`src/inc/sdadc_pkg.sv`:
```
// constants shared by the converter control block and its clock divider
package sdadc_pkg;
  // register byte offsets on the bus
  localparam logic [7:0] CTRL_A_OFS = 8'h00;
  localparam logic [7:0] CTRL_B_OFS = 8'h04;
  localparam logic [7:0] CLK_SEL_OFS = 8'h08;
  localparam logic [7:0] RES_LOW_OFS = 8'h0c;
  localparam logic [7:0] RES_MID_OFS = 8'h10;
  localparam logic [7:0] RES_HIGH_OFS = 8'h14;
  localparam logic [7:0] IRQ_CTRL_OFS = 8'h18;
  localparam logic [7:0] AMP_CHAN_OFS = 8'h1c;
  // control register a fields
  localparam int FILTER_RESET_BIT = 7;
  localparam int SLEEP_BIT = 6;
  localparam int POWER_DOWN_BIT = 5;
  localparam int RATE_LSB = 2;
  localparam int REF_SEL_BIT = 0;
  localparam logic [7:0] CTRL_A_RST = 8'h20;
  localparam logic [7:0] CTRL_A_MASK = 8'hfd;
  // control register b fields
  localparam int MODE_LSB = 5;
  localparam int BUF_N_BIT = 4;
  localparam int BUF_P_BIT = 3;
  localparam int LATCH_BIT = 2;
  localparam int EOC_BIT = 1;
  localparam logic [7:0] CTRL_B_RST = 8'h00;
  // irq control fields
  localparam int GIE_BIT = 0;
  localparam int CIE_BIT = 1;
  localparam int IRQ_FLAG_BIT = 2;
  // divider code that passes the system clock straight through
  localparam logic [4:0] DIV_BYPASS = 5'h1f;
  // converter clock ratios and the longest oversampling ratio
  localparam logic [4:0] ADC_DIV_SLOW = 5'd30;
  localparam logic [4:0] ADC_DIV_FAST = 5'd12;
  localparam logic [15:0] OSR_MAX = 16'd16384;
  // channel codes that reach the on-chip temperature sensor
  localparam logic [2:0] TEMP_POS_CODE = 3'h6;
  localparam logic [2:0] TEMP_NEG_CODE = 3'h6;
  // saturation limits of the 24-bit result
  localparam logic [23:0] RES_MAX = 24'h7fffff;
  localparam logic [23:0] RES_MIN = 24'h800000;
  // operating modes in priority order
  typedef enum logic [1:0] {MODE_OFF, MODE_SLEEP, MODE_RESET, MODE_RUN} mode_t;
endpackage : sdadc_pkg

```
`src/rtl/conv_clk_divider.sv`:
```
// converter master clock enable derived from the system clock
`timescale 1ns/100ps
module conv_clk_divider (
  input wire logic clk,
  input wire logic resetn,
  input wire logic [4:0] div_code,
  output logic mclk_en
);
  // counts system clocks inside one half period pair
  logic [5:0] cnt_reg;
  logic [5:0] cnt_next;
  logic [5:0] last;

  // divide by two then by code plus one, or pass through on the bypass code
  always_comb begin
    last = {div_code, 1'b1};
    cnt_next = cnt_reg + 6'd1;
    mclk_en = 1'b0;
    if (div_code == sdadc_pkg::DIV_BYPASS) begin
      mclk_en = 1'b1;
      cnt_next = 6'd0;
    end else if (cnt_reg >= last) begin
      mclk_en = 1'b1;
      cnt_next = 6'd0;
    end
  end

  // register stage only
  always_ff @(posedge clk) begin
    if (!resetn) begin
      cnt_reg <= 6'd0;
    end else begin
      cnt_reg <= cnt_next;
    end
  end

  chk_div_bypass: assert property (@(posedge clk) disable iff (!resetn)
    div_code == sdadc_pkg::DIV_BYPASS |-> mclk_en) else $error("bypass code lost enable");
  chk_div_spacing: assert property (@(posedge clk) disable iff (!resetn)
    (div_code != sdadc_pkg::DIV_BYPASS && mclk_en) ##1 $stable(div_code) |-> !mclk_en)
    else $error("divided enable too close");
endmodule : conv_clk_divider

```
`src/rtl/sigma_delta_adc_control.sv`:
```
// control and result path of the 24-bit delta-sigma converter
//
// Chosen here: the address map and the AHB-Lite interface to the registers.
`timescale 1ns/100ps
module sigma_delta_adc_control #(
  parameter int FILT_W = 28 // width of the raw filter output, wider than the result
) (
  input wire logic clk,
  input wire logic resetn,
  input wire logic hsel,
  input wire logic [31:0] haddr,
  input wire logic [1:0] htrans,
  input wire logic hwrite,
  input wire logic [2:0] hsize,
  input wire logic [31:0] hwdata,
  input wire logic hready,
  output logic [31:0] hrdata,
  output logic hreadyout,
  output logic hresp,
  input wire logic signed [FILT_W-1:0] filter_data, // raw decimator output
  output logic mclk_en, // converter master clock enable
  output logic pga_power_on,
  output logic mod_power_on,
  output logic sinc_reset,
  output logic ref_external,
  output logic vref_buf_p,
  output logic vref_buf_n,
  output logic [2:0] positive_channel_select,
  output logic [2:0] negative_channel_select,
  output logic temp_sensor_route,
  output logic conv_done, // one pulse per finished conversion
  output logic conv_irq
);
  // software registers
  logic [7:0] conv_control_reg_a, ctrl_a_next;
  logic [7:0] conv_control_reg_b, ctrl_b_next;
  logic [4:0] conv_clock_select_reg, clk_sel_next;
  logic [2:0] irq_ctrl_reg, irq_ctrl_next;
  logic [5:0] amp_channel_reg, amp_chan_next;
  logic [23:0] result_reg, result_next;
  // bus data phase state
  logic wr_pend_reg, wr_pend_next;
  logic [7:0] addr_reg, addr_next;
  logic [31:0] hrdata_reg, hrdata_next;
  // conversion timing state
  logic [4:0] tick_reg, tick_next;
  logic [15:0] samp_reg, samp_next;
  // decoded controls
  sdadc_pkg::mode_t mode;
  logic addr_phase, latched, adc_tick, b_wr, eoc_clr_wr, flag_clr_wr;
  logic [4:0] adc_div;
  logic [15:0] conv_len;
  logic [23:0] sat_value;

  // register read mux, used at address phase
  function automatic logic [7:0] read_byte(input logic [7:0] a);
    case (a)
      sdadc_pkg::CTRL_A_OFS: read_byte = conv_control_reg_a;
      sdadc_pkg::CTRL_B_OFS: read_byte = conv_control_reg_b;
      sdadc_pkg::CLK_SEL_OFS: read_byte = {3'h0, conv_clock_select_reg};
      sdadc_pkg::RES_LOW_OFS: read_byte = result_reg[7:0];
      sdadc_pkg::RES_MID_OFS: read_byte = result_reg[15:8];
      sdadc_pkg::RES_HIGH_OFS: read_byte = result_reg[23:16];
      sdadc_pkg::IRQ_CTRL_OFS: read_byte = {5'h0, irq_ctrl_reg};
      sdadc_pkg::AMP_CHAN_OFS: read_byte = {2'h0, amp_channel_reg};
      default: read_byte = 8'h00; // unmapped reads as zero
    endcase
  endfunction : read_byte

  // clamp the wide filter output into the 24-bit range
  function automatic logic [23:0] saturate(input logic signed [FILT_W-1:0] v);
    if (v > $signed({{(FILT_W-24){1'b0}}, sdadc_pkg::RES_MAX})) begin
      saturate = sdadc_pkg::RES_MAX;
    end else if (v < $signed({{(FILT_W-24){1'b1}}, sdadc_pkg::RES_MIN})) begin
      saturate = sdadc_pkg::RES_MIN;
    end else begin
      saturate = v[23:0]; // sign bit lands in bit 23
    end
  endfunction : saturate

  // master clock enable from the divider code
  conv_clk_divider u_div (
    .clk(clk),
    .resetn(resetn),
    .div_code(conv_clock_select_reg),
    .mclk_en(mclk_en)
  );

  // mode priority: power-down, then sleep, then filter reset
  always_comb begin
    if (conv_control_reg_a[sdadc_pkg::POWER_DOWN_BIT]) begin
      mode = sdadc_pkg::MODE_OFF;
    end else if (conv_control_reg_a[sdadc_pkg::SLEEP_BIT]) begin
      mode = sdadc_pkg::MODE_SLEEP;
    end else if (conv_control_reg_a[sdadc_pkg::FILTER_RESET_BIT]) begin
      mode = sdadc_pkg::MODE_RESET;
    end else begin
      mode = sdadc_pkg::MODE_RUN;
    end
  end

  // analog front end controls follow the mode and config bits
  always_comb begin
    pga_power_on = (mode != sdadc_pkg::MODE_OFF);
    mod_power_on = (mode == sdadc_pkg::MODE_RESET) || (mode == sdadc_pkg::MODE_RUN);
    sinc_reset = (mode != sdadc_pkg::MODE_RUN);
    ref_external = conv_control_reg_a[sdadc_pkg::REF_SEL_BIT];
    vref_buf_p = conv_control_reg_b[sdadc_pkg::BUF_P_BIT];
    vref_buf_n = conv_control_reg_b[sdadc_pkg::BUF_N_BIT];
    positive_channel_select = amp_channel_reg[2:0];
    negative_channel_select = amp_channel_reg[5:3];
    temp_sensor_route = (amp_channel_reg[2:0] == sdadc_pkg::TEMP_POS_CODE) &&
                        (amp_channel_reg[5:3] == sdadc_pkg::TEMP_NEG_CODE);
  end

  // conversion timing: master clock / 30 or / 12 gives the modulator rate,
  // oversampling ratio times chop count gives the word period
  always_comb begin
    latched = conv_control_reg_b[sdadc_pkg::LATCH_BIT];
    adc_div = conv_control_reg_b[sdadc_pkg::MODE_LSB+1] ? sdadc_pkg::ADC_DIV_FAST : sdadc_pkg::ADC_DIV_SLOW;
    conv_len = sdadc_pkg::OSR_MAX >> conv_control_reg_a[sdadc_pkg::RATE_LSB +: 3];
    if (!conv_control_reg_b[sdadc_pkg::MODE_LSB+2]) begin
      conv_len = {conv_len[14:0], 1'b0}; // normal mode chops twice
    end
    adc_tick = 1'b0;
    tick_next = tick_reg;
    samp_next = samp_reg;
    conv_done = 1'b0;
    if (mode != sdadc_pkg::MODE_RUN) begin // filter held in power-down, sleep and filter reset; runs only when all three bits are low
      tick_next = 5'd0;
      samp_next = 16'd0;
    end else if (mclk_en) begin
      // >= so a switch from /30 to /12 mid-count wraps at once instead of running past the end
      if (tick_reg >= adc_div - 5'd1) begin
        tick_next = 5'd0;
        adc_tick = 1'b1;
      end else begin
        tick_next = tick_reg + 5'd1;
      end
    end
    if (adc_tick) begin
      if (samp_reg >= conv_len - 16'd1) begin // restarts with no software start
        samp_next = 16'd0;
        conv_done = 1'b1;
      end else begin
        samp_next = samp_reg + 16'd1;
      end
    end
    sat_value = saturate(filter_data);
    // a latched result ignores new words; conversion keeps running
    result_next = (conv_done && !latched) ? sat_value : result_reg;
  end

  // conversion state registers
  always_ff @(posedge clk) begin
    if (!resetn) begin
      tick_reg <= 5'd0;
      samp_reg <= 16'd0;
      result_reg <= 24'h000000;
    end else begin
      tick_reg <= tick_next;
      samp_reg <= samp_next;
      result_reg <= result_next;
    end
  end

  // bus slave: zero wait states, always okay
  assign hreadyout = 1'b1;
  assign hresp = 1'b0;
  assign hrdata = hrdata_reg;

  // address phase capture and register writes in the data phase
  always_comb begin
    addr_phase = hsel && htrans[1] && hready;
    wr_pend_next = addr_phase && hwrite;
    addr_next = addr_phase ? haddr[7:0] : addr_reg;
    hrdata_next = (addr_phase && !hwrite) ? {24'h0, read_byte(haddr[7:0])} : hrdata_reg;
    ctrl_a_next = conv_control_reg_a;
    ctrl_b_next = conv_control_reg_b;
    clk_sel_next = conv_clock_select_reg;
    irq_ctrl_next = irq_ctrl_reg;
    amp_chan_next = amp_channel_reg;
    b_wr = wr_pend_reg && (addr_reg == sdadc_pkg::CTRL_B_OFS);
    eoc_clr_wr = b_wr && !hwdata[sdadc_pkg::EOC_BIT];
    flag_clr_wr = wr_pend_reg && (addr_reg == sdadc_pkg::IRQ_CTRL_OFS) && !hwdata[sdadc_pkg::IRQ_FLAG_BIT];
    if (wr_pend_reg) begin
      case (addr_reg)
        sdadc_pkg::CTRL_A_OFS: ctrl_a_next = hwdata[7:0] & sdadc_pkg::CTRL_A_MASK;
        sdadc_pkg::CTRL_B_OFS: ctrl_b_next = {hwdata[7:2], conv_control_reg_b[1:0]};
        sdadc_pkg::CLK_SEL_OFS: clk_sel_next = hwdata[4:0];
        sdadc_pkg::IRQ_CTRL_OFS: irq_ctrl_next[1:0] = hwdata[1:0];
        sdadc_pkg::AMP_CHAN_OFS: amp_chan_next = hwdata[5:0];
        default: ; // results are read only, others ignored
      endcase
    end
    // end flag: software zero clears, writing one keeps it; a new end wins
    if (eoc_clr_wr) begin
      ctrl_b_next[sdadc_pkg::EOC_BIT] = 1'b0;
    end
    if (flag_clr_wr) begin
      irq_ctrl_next[sdadc_pkg::IRQ_FLAG_BIT] = 1'b0;
    end
    if (conv_done && !latched) begin
      ctrl_b_next[sdadc_pkg::EOC_BIT] = 1'b1;
      irq_ctrl_next[sdadc_pkg::IRQ_FLAG_BIT] = 1'b1;
    end
  end

  // bus and control registers
  always_ff @(posedge clk) begin
    if (!resetn) begin
      wr_pend_reg <= 1'b0;
      addr_reg <= 8'h00;
      hrdata_reg <= 32'h00000000;
      conv_control_reg_a <= sdadc_pkg::CTRL_A_RST; // powered down from reset
      conv_control_reg_b <= sdadc_pkg::CTRL_B_RST;
      conv_clock_select_reg <= 5'h00;
      irq_ctrl_reg <= 3'h0;
      amp_channel_reg <= 6'h00;
    end else begin
      wr_pend_reg <= wr_pend_next;
      addr_reg <= addr_next;
      hrdata_reg <= hrdata_next;
      conv_control_reg_a <= ctrl_a_next;
      conv_control_reg_b <= ctrl_b_next;
      conv_clock_select_reg <= clk_sel_next;
      irq_ctrl_reg <= irq_ctrl_next;
      amp_channel_reg <= amp_chan_next;
    end
  end

  // interrupt only when both enables are set; polling works without them
  assign conv_irq = irq_ctrl_reg[sdadc_pkg::IRQ_FLAG_BIT] && irq_ctrl_reg[sdadc_pkg::GIE_BIT] &&
                    irq_ctrl_reg[sdadc_pkg::CIE_BIT];

  // interrupt gating and the two sticky flags
  chk_irq_enables: assert property (@(posedge clk) disable iff (!resetn)
    conv_irq |-> irq_ctrl_reg[sdadc_pkg::GIE_BIT] && irq_ctrl_reg[sdadc_pkg::CIE_BIT])
    else $error("interrupt without both enables");
  chk_irq_raise: assert property (@(posedge clk) disable iff (!resetn)
    conv_done && !latched && irq_ctrl_reg[sdadc_pkg::GIE_BIT] && irq_ctrl_reg[sdadc_pkg::CIE_BIT] &&
    !(wr_pend_reg && addr_reg == sdadc_pkg::IRQ_CTRL_OFS) |=> conv_irq)
    else $error("enabled interrupt not raised");
  chk_flag_sticky: assert property (@(posedge clk) disable iff (!resetn)
    irq_ctrl_reg[sdadc_pkg::IRQ_FLAG_BIT] && !flag_clr_wr |=> irq_ctrl_reg[sdadc_pkg::IRQ_FLAG_BIT])
    else $error("request flag dropped by hardware");
  chk_eoc_sticky: assert property (@(posedge clk) disable iff (!resetn)
    conv_control_reg_b[sdadc_pkg::EOC_BIT] && !eoc_clr_wr |=> conv_control_reg_b[sdadc_pkg::EOC_BIT])
    else $error("end flag dropped by hardware");
  chk_eoc_clear: assert property (@(posedge clk) disable iff (!resetn)
    eoc_clr_wr && !(conv_done && !latched) |=> !conv_control_reg_b[sdadc_pkg::EOC_BIT])
    else $error("software zero left end flag set");
  chk_eoc_set: assert property (@(posedge clk) disable iff (!resetn)
    conv_done && !latched |=> conv_control_reg_b[sdadc_pkg::EOC_BIT] && irq_ctrl_reg[sdadc_pkg::IRQ_FLAG_BIT])
    else $error("conversion end not flagged");
  // result register: frozen while latched, otherwise changed only at a word end
  chk_latch_freeze: assert property (@(posedge clk) disable iff (!resetn)
    latched && !conv_control_reg_b[sdadc_pkg::EOC_BIT] |=> $stable(result_reg) &&
    !conv_control_reg_b[sdadc_pkg::EOC_BIT]) else $error("latched result changed");
  chk_result_hold: assert property (@(posedge clk) disable iff (!resetn)
    !(conv_done && !latched) |=> $stable(result_reg)) else $error("result changed between conversions");
  // power modes and the conversion counters
  chk_pd_off: assert property (@(posedge clk) disable iff (!resetn)
    conv_control_reg_a[sdadc_pkg::POWER_DOWN_BIT] |-> !pga_power_on && !mod_power_on && !conv_done)
    else $error("power-down left circuits on");
  chk_sleep_mode: assert property (@(posedge clk) disable iff (!resetn)
    !conv_control_reg_a[sdadc_pkg::POWER_DOWN_BIT] && conv_control_reg_a[sdadc_pkg::SLEEP_BIT]
    |-> pga_power_on && !mod_power_on) else $error("sleep priority wrong");
  chk_reset_hold: assert property (@(posedge clk) disable iff (!resetn)
    sinc_reset |=> samp_reg == 16'd0 && tick_reg == 5'd0) else $error("filter ran during reset");
  chk_run_ticks: assert property (@(posedge clk) disable iff (!resetn)
    mode == sdadc_pkg::MODE_RUN && mclk_en && tick_reg < adc_div - 5'd1 |=> tick_reg == $past(tick_reg) + 5'd1)
    else $error("modulator tick counter stalled");
  chk_done_pulse: assert property (@(posedge clk) disable iff (!resetn)
    conv_done |=> !conv_done) else $error("conversion end pulse too long");
  // saturation at both ends of the range
  chk_sat_max: assert property (@(posedge clk) disable iff (!resetn)
    conv_done && !latched && filter_data > $signed(FILT_W'(sdadc_pkg::RES_MAX)) |=> result_reg == sdadc_pkg::RES_MAX)
    else $error("positive overflow not clamped");
  chk_sat_min: assert property (@(posedge clk) disable iff (!resetn)
    conv_done && !latched && filter_data[FILT_W-1] && !(&filter_data[FILT_W-2:23])
    |=> result_reg == sdadc_pkg::RES_MIN) else $error("negative overflow not clamped");
endmodule : sigma_delta_adc_control

```
`config.mk`:
```
export PLATFORM = sky130hd
export DESIGN_NAME = sigma_delta_adc_control
export DESIGN_NICKNAME = d
export VERILOG_FILES = /design/src/inc/sdadc_pkg.sv /design/src/rtl/conv_clk_divider.sv /design/src/rtl/sigma_delta_adc_control.sv
export SDC_FILE = /design/constraint.sdc
export NUM_CORES = 1
export LEC_CHECK = 0
export BUFFER_PORTS_ARGS = -buffer_cell sky130_fd_sc_hd__buf_2
export CAP_MARGIN = 10
export CELL_PAD_IN_SITES_DETAIL_PLACEMENT = 1
export CELL_PAD_IN_SITES_GLOBAL_PLACEMENT = 2
export CORE_MARGIN = 2
export CORE_UTILIZATION = 31
export CTS_BUF_LIST = sky130_fd_sc_hd__clkbuf_4 sky130_fd_sc_hd__clkbuf_8
export CTS_CLUSTER_DIAMETER = 30
export CTS_CLUSTER_SIZE = 10
export DETAILED_ROUTE_END_ITERATION = 10
export GPL_TIMING_DRIVEN = 0
export HOLD_SLACK_MARGIN = 0.08
export PLACE_DENSITY_LB_ADDON = 0.1
export SYNTH_ARGS = -nofsm -noshare
export SYNTH_HDL_FRONTEND = slang
export SYNTH_HIERARCHICAL = 1
export SYNTH_SLANG_ARGS = --single-unit
```
`constraint.sdc`:
```
create_clock -name clk -period 5.5 [get_ports clk]
set_input_delay 1.1 -clock clk [delete_from_list [all_inputs] [get_ports clk]]
set_output_delay 1.1 -clock clk [all_outputs]
set_load 0.02 [all_outputs]
```
Yosys cells after proc, flatten, opt, wreduce, memory -nomap -nowiden:

Index checks and enable logic that the tools add are counted.

* add/subtract/negate cells: 5
* magnitude comparators: 5
* equal/unequal tests: 17
* shifts and indexed selects: 1
* mux-type cells: 24
* bitwise operators: 1
* reduce and logical (&&, ||, !) cells: 30

Operator list (number)
* 2-to-1 mux 16 bit: 4
* case mux 8 bit (8 select lines): 1
* == test 8 x 5 -> 1 bit (second input constant): 6
* 2-to-1 mux 24 bit: 2
* > comparator 28 x 24 -> 1 bit (second input constant): 1
* < comparator 28 x 24 -> 1 bit (second input constant): 1
* == test 8 x 4 -> 1 bit (second input constant): 3
* adder 16 x 1 -> 16 bit (second input constant): 1
* == test 8 x 3 -> 1 bit (second input constant): 2
* greater-or-equal comparator 16 bit: 1
* zero test 8 bit: 2
* right shift 15 x 3 -> 16 bit (first input constant): 1
* subtractor 16 x 1 -> 16 bit (second input constant): 1
* logical AND 1 bit: 12
* 2-to-1 mux 1 bit: 12
* 2-to-1 mux 5 bit: 2
* AND reduction 2 bit: 5
* nonzero test 2 bit: 4
* adder 6 x 1 -> 6 bit (second input constant): 1
* == test 3 bit (second input constant): 2
* greater-or-equal comparator 6 bit: 1
* 2-to-1 mux 2 bit: 3
* adder 5 x 1 -> 5 bit (second input constant): 1
* == test 5 bit (second input constant): 1
* 9 further kinds: 13

* flip-flop bits (word level): 96
* bits of input ports: 102
* output and inout port bits: 50
* word-level logic and storage cells: 97

Logic depth before layout (Yosys ltp):

* word-level depth: 9
* gate-level depth with buffers: 19
* depth with buffers taken out: 14

By module:

Netlist, hierarchy kept.

By module, submodules not included
* sigma_delta_adc_control: instances 1, cells an instance 574, area an instance 4923.5 um^2, sequential area each 1801.7 um^2
* conv_clk_divider: instances 1, cells an instance 42, area an instance 367.9 um^2, sequential area each 120.1 um^2

Least setup slack after synthesis:

OpenSTA, ideal clock, no wires.

* kind: register to output
* start point: reg conv_control_reg_b[7]
* end point: out conv_done
* data arrival time: 3.415 ns
* data required time: 4.400 ns
* path slack: 0.985 ns
* cell stages (with the launch flop): 15
* buffers on the path: 2
* cells stage by stage: dfxtp_1 > buf_1 > xor2_1 > nand3_1 > ha_1 > clkbuf_1 > and3_1 > a31o_2 > a222oi_1 > ha_1 > nand4_1 > or3_1 > o21bai_1 > or2_2 > nor3b_1

* cells in the longest elaborated chain, start to end: 5

Ends and longest elaborated chain
* from (decl): RTL line sigma_delta_adc_control.sv:36 `logic [7:0] conv_control_reg_b, ctrl_b_next;`
* from (signal assigned): RTL line sigma_delta_adc_control.sv:216 `conv_control_reg_b <= sdadc_pkg::CTRL_B_RST;`
* from (signal assigned): RTL line sigma_delta_adc_control.sv:225 `conv_control_reg_b <= ctrl_b_next;`
* 2-to-1 mux 16 bit: RTL line sigma_delta_adc_control.sv:122 `if (!conv_control_reg_b[sdadc_pkg::MODE_LSB+2]) begin`
* subtractor 16 x 1 -> 16 bit: RTL line sigma_delta_adc_control.sv:142 `if (samp_reg >= conv_len - 16'd1) begin`
* greater-or-equal comparator 16 bit: RTL line sigma_delta_adc_control.sv:142
* 2-to-1 mux 1 bit: RTL line sigma_delta_adc_control.sv:142
* 2-to-1 mux 1 bit: RTL line sigma_delta_adc_control.sv:141 `if (adc_tick) begin`
* to (decl): RTL line sigma_delta_adc_control.sv:31 `output logic conv_done,`

No other way between the ends.

Worst setup path after layout:

* start point: reg conv_control_reg_a[3]
* end point: out conv_done

* cells in the longest elaborated chain, start to end: 6

Ends and longest elaborated chain
* from (decl): RTL line sigma_delta_adc_control.sv:35 `logic [7:0] conv_control_reg_a, ctrl_a_next;`
* from (signal assigned): RTL line sigma_delta_adc_control.sv:215 `conv_control_reg_a <= sdadc_pkg::CTRL_A_RST;`
* from (signal assigned): RTL line sigma_delta_adc_control.sv:224 `conv_control_reg_a <= ctrl_a_next;`
* right shift 15 x 3 -> 16 bit: RTL line sigma_delta_adc_control.sv:121 `conv_len = sdadc_pkg::OSR_MAX >> conv_control_reg_a[sdadc_pkg::RATE_LSB +: 3];`
* 2-to-1 mux 16 bit: RTL line sigma_delta_adc_control.sv:122
* subtractor 16 x 1 -> 16 bit: RTL line sigma_delta_adc_control.sv:142
* greater-or-equal comparator 16 bit: RTL line sigma_delta_adc_control.sv:142
* 2-to-1 mux 1 bit: RTL line sigma_delta_adc_control.sv:142
* 2-to-1 mux 1 bit: RTL line sigma_delta_adc_control.sv:141

No other way between the ends.

==> run_results.csv <==
group,metric,value,unit
run_status,run_status,"finished clean",
global_routing,met3_usage,0.0252,
power_and_ir_drop,combPwrFrac,0.148,
timing,period_needed,5.17,ns
die,fp.dieW,135,um
routing,wl_per_cell,17.5,um
routing,vias,4825,
timing,hold_slack,0.459,ns
worst_setup_path,crit_start,"conv_control_reg_a[3]",
global_routing,gr-max-usage-layer,"met2",
clock_tree,path_clk_slew,0.09,ns
routing,postRouteAntennaNets,0,
worst_setup_path,rrSetupSlack,1.18,ns
timing,worstMarginPinSlew,1.06,ns
cells_and_area,n_fill_cell,2018,
clock_tree,htree_levels,3,
worst_setup_path,worst-setup-path-type,"reg2out",
cells_and_area,fin_util,0.373,
logic_synthesis,ys_types,60,
logic_synthesis,synthArstFlopShare,0,
cells_and_area,largest_register_ffs,24,
timing,fmax,194,MHz
timing,setup-violations-final,0,
die,num_rows,47,
worst_setup_path,worstPathRequired,4.40,ns
power_and_ir_drop,power_density,221,mW/mm2
logic_synthesis,syn_area_per_cell,8.59,um2
hold_path,hold_end,"hrdata[7]",
global_routing,antenna_found_initial,0,
worst_setup_path,path_cells,"clkbuf_1, nand4_1, ha_1, clkbuf_1, and3_1, a31o_2, a222oi_1, ha_1, nand3_1, nand2_1, o2bb2ai_1, clkbuf_2, or2_2, nor3b_1, buf_2",
global_routing,grtUsageMet1,0.255,
worst_setup_path,cpMaxStageDelayCell,"dfxtp_1",
timing,setup_slack,0.335,ns
timing,rsz0062_at_grt,"false",
timing,relSlewSlack,0.286,
logic_synthesis,synth-seq-cells,96,
power_and_ir_drop,power_switching_share,0.293,
logic_synthesis,ys_seq_area_frac,0.363,
power_and_ir_drop,total_power,1.37,mW
power_and_ir_drop,seqPwrFrac,0.523,
die,die_y,135,um
clock_tree,cts_sinks,96,
routing,dr.pass1.iters,4,
global_routing,globalRouteTotalUtil,0.186,
logic_synthesis,ys_warn_count,6,
power_and_ir_drop,p_leak,2.80,nW
clock_tree,insertion_delay,0.38,ns
power_and_ir_drop,intPower,0.970,mW
die,die_area,0.0181,mm2
die,boundaryPins,152,
die,floorplan.initialDensity,0.318,
clock_tree,cts_made_buffers,9,
worst_setup_path,crit_path_start_kind,"flip-flop",
global_routing,grt_remaining_overflow,0,
cells_and_area,syn_to_final_growth,17.2,%
power_and_ir_drop,vdd_drop_max,0.0968,mV
worst_setup_path,worstRegToRegCells,15,
cells_and_area,final_nets,844,
logic_synthesis,synth_area,0.00529,mm2
clock_tree,cts_root_buffer,"clkbuf_8",
logic_synthesis,synth_top_area_cell,"dfxtp_1",
timing,setup_tns,0,ns
global_routing,grt_pass1_wl,26200,um
worst_setup_path,r2r-start,"conv_control_reg_a[3]",
worst_setup_path,r2r_end,"samp_reg[6]",
routing,drc,0,
timing,hold_violations,0,
hold_path,hp-start,"hrdata[7]",
clock_tree,cts_hold_buffers,0,
timing,timing.final.crit_share,0.939,
logic_synthesis,synth_flop_cell,"dfxtp_1",
power_and_ir_drop,switchingPower,0.402,mW
routing,drt-total-wl,16600,um
place,dp_hpwl,13100,um
worst_setup_path,critPathMaxStageDelay,0.39,ns
clock_tree,cts_buffer_depth,2,
worst_setup_path,path_max_fanout,10,
cells_and_area,n_antenna_cell,0,
global_routing,grt_pass1_vias,4842,
clock_tree,cts_tree,"done",
place,io_buffers,70,
routing,vias_per_cell,5.10,
logic_synthesis,synth_top_area_share,0.363,
logic_synthesis,synthTopCellsByCount,"dfxtp_1 (96), nand2_1 (82), clkbuf_1 (33)",
worst_setup_path,critPathCaptureType,"output pin",
logic_synthesis,synth_cells,616,
timing,skew,0.00885,ns
place,place_ws,0.479,ns
place,place.gp.congestion,0.840,
logic_synthesis,synth_area_leaders,"dfxtp_1 (36%), nand2_1 (5.8%), mux2i_1 (5.3%), ha_1 (5.0%), buf_4 (3.7%)",
die,core_area,0.0166,mm2
worst_setup_path,arrival,4.07,ns
power_and_ir_drop,power_frac_clock,0.329,
cells_and_area,drive_above_1_share,0.204,
logic_synthesis,synth-edff-count,0,
hold_path,min_path_type,"reg2reg",
global_routing,grt_max_degree,16,
global_routing,use_met2,0.303,
run,maxCapViolCount,0,
hold_path,min_path_cells,2,
routing,initialDrtViolationCount,271,
timing,slew_violations,0,
logic_synthesis,yosys.cell_count.top_type,"dfxtp_1",
critical path, delay by kind of cell, from the launching register on:
kind                       cells  cell delay (ns)
AOI/OAI and AO/OA              3             0.65
adders and majority gates      2             0.54
DFF                            1             0.39
buffers and inverters          4             0.99
and+or+nand+nor                6             1.10
timing repair:
item / in CTS / in global routing
pin swaps: 0 / 0
setup buffers: 0 / 0
resized for setup: 1 / 7
endpoints found under the setup margin: 1 / 1
placed cells by master, fill, tap and decap left out, types with 22 or more instances in the layout:
cell      instances
dfxtp_1          95
nand2_1          82
buf_2            74
nand3_1          32
clkbuf_1         31
o21ai_0          28
mux2i_1          28
buf_4            26
conb_1           26
a21oi_1          25
nor2_1           22
cells by family (layout without fill, tap and decap cells):
logic type                 after synthesis  in the layout  share of synthesized area
AOI/OAI and AO/OA                      136            136                      0.180
xor gates and xnor gates                11             11                     0.0182
adders and majority gates               21             21                     0.0497
buffers and inverters                   81            167                     0.0783
DFF                                     96             96                      0.363
muxes                                   38             38                     0.0870
other                                    2             26                    0.00142
and+or+nand+nor                        231            231                      0.222
metrics by stage:
step / cell area [um2] / cells
2_1_floorplan: 5380 / 640
5_1_grt: 6200 / 946
6_report: 6200 / 946
3_3_place_gp: 6010 / 930
4_1_cts: 6190 / 946
3_5_place_dp: 6010 / 930
power by group through the flow:
stage          clock network, mW  registers, mW  logic, mW
4_1_cts                    0.463          0.717      0.204
6_report                   0.452          0.717      0.203
2_1_floorplan                  0          0.730      0.141
5_1_grt                    0.488          0.720      0.225
3_5_place_dp                   0          0.734      0.202
3_3_place_gp                   0          0.732      0.196
layout make-up:
class	instances	area, um2	area share
flip-flops and latches	96	1920	0.310
well taps	220	275	0.0444
plain buffers	65	360	0.0581
multi-input cells	463	3050	0.492
clock inverters	5	31.3	0.00504
inverters	16	60.1	0.00969
repair buffers	70	350	0.0565
clock buffers	11	151	0.0244
routing by layer:
layer / share of wire / wire [um] / up-vias
met1: 0.48 / 7870 / 2339
met5: 0 / 0 / -
met3: 0.038 / 631 / 15
li1: - / - / 2379
met2: 0.47 / 7800 / 92
met4: 0.016 / 257 / 0
how the worst max path moves through the flow:
stage / end / slack (ns) / cells after the start
final: conv_done / 0.33 / 15
after global routing: conv_done / 0.01 / 14
after CTS: conv_done / 0.07 / 15
after detailed placement: conv_done / 0.48 / 15
after global placement: conv_done / 0.58 / 15
after floorplan: conv_done / 0.98 / 14
Note: power is estimated with default switching activity, not from simulation.
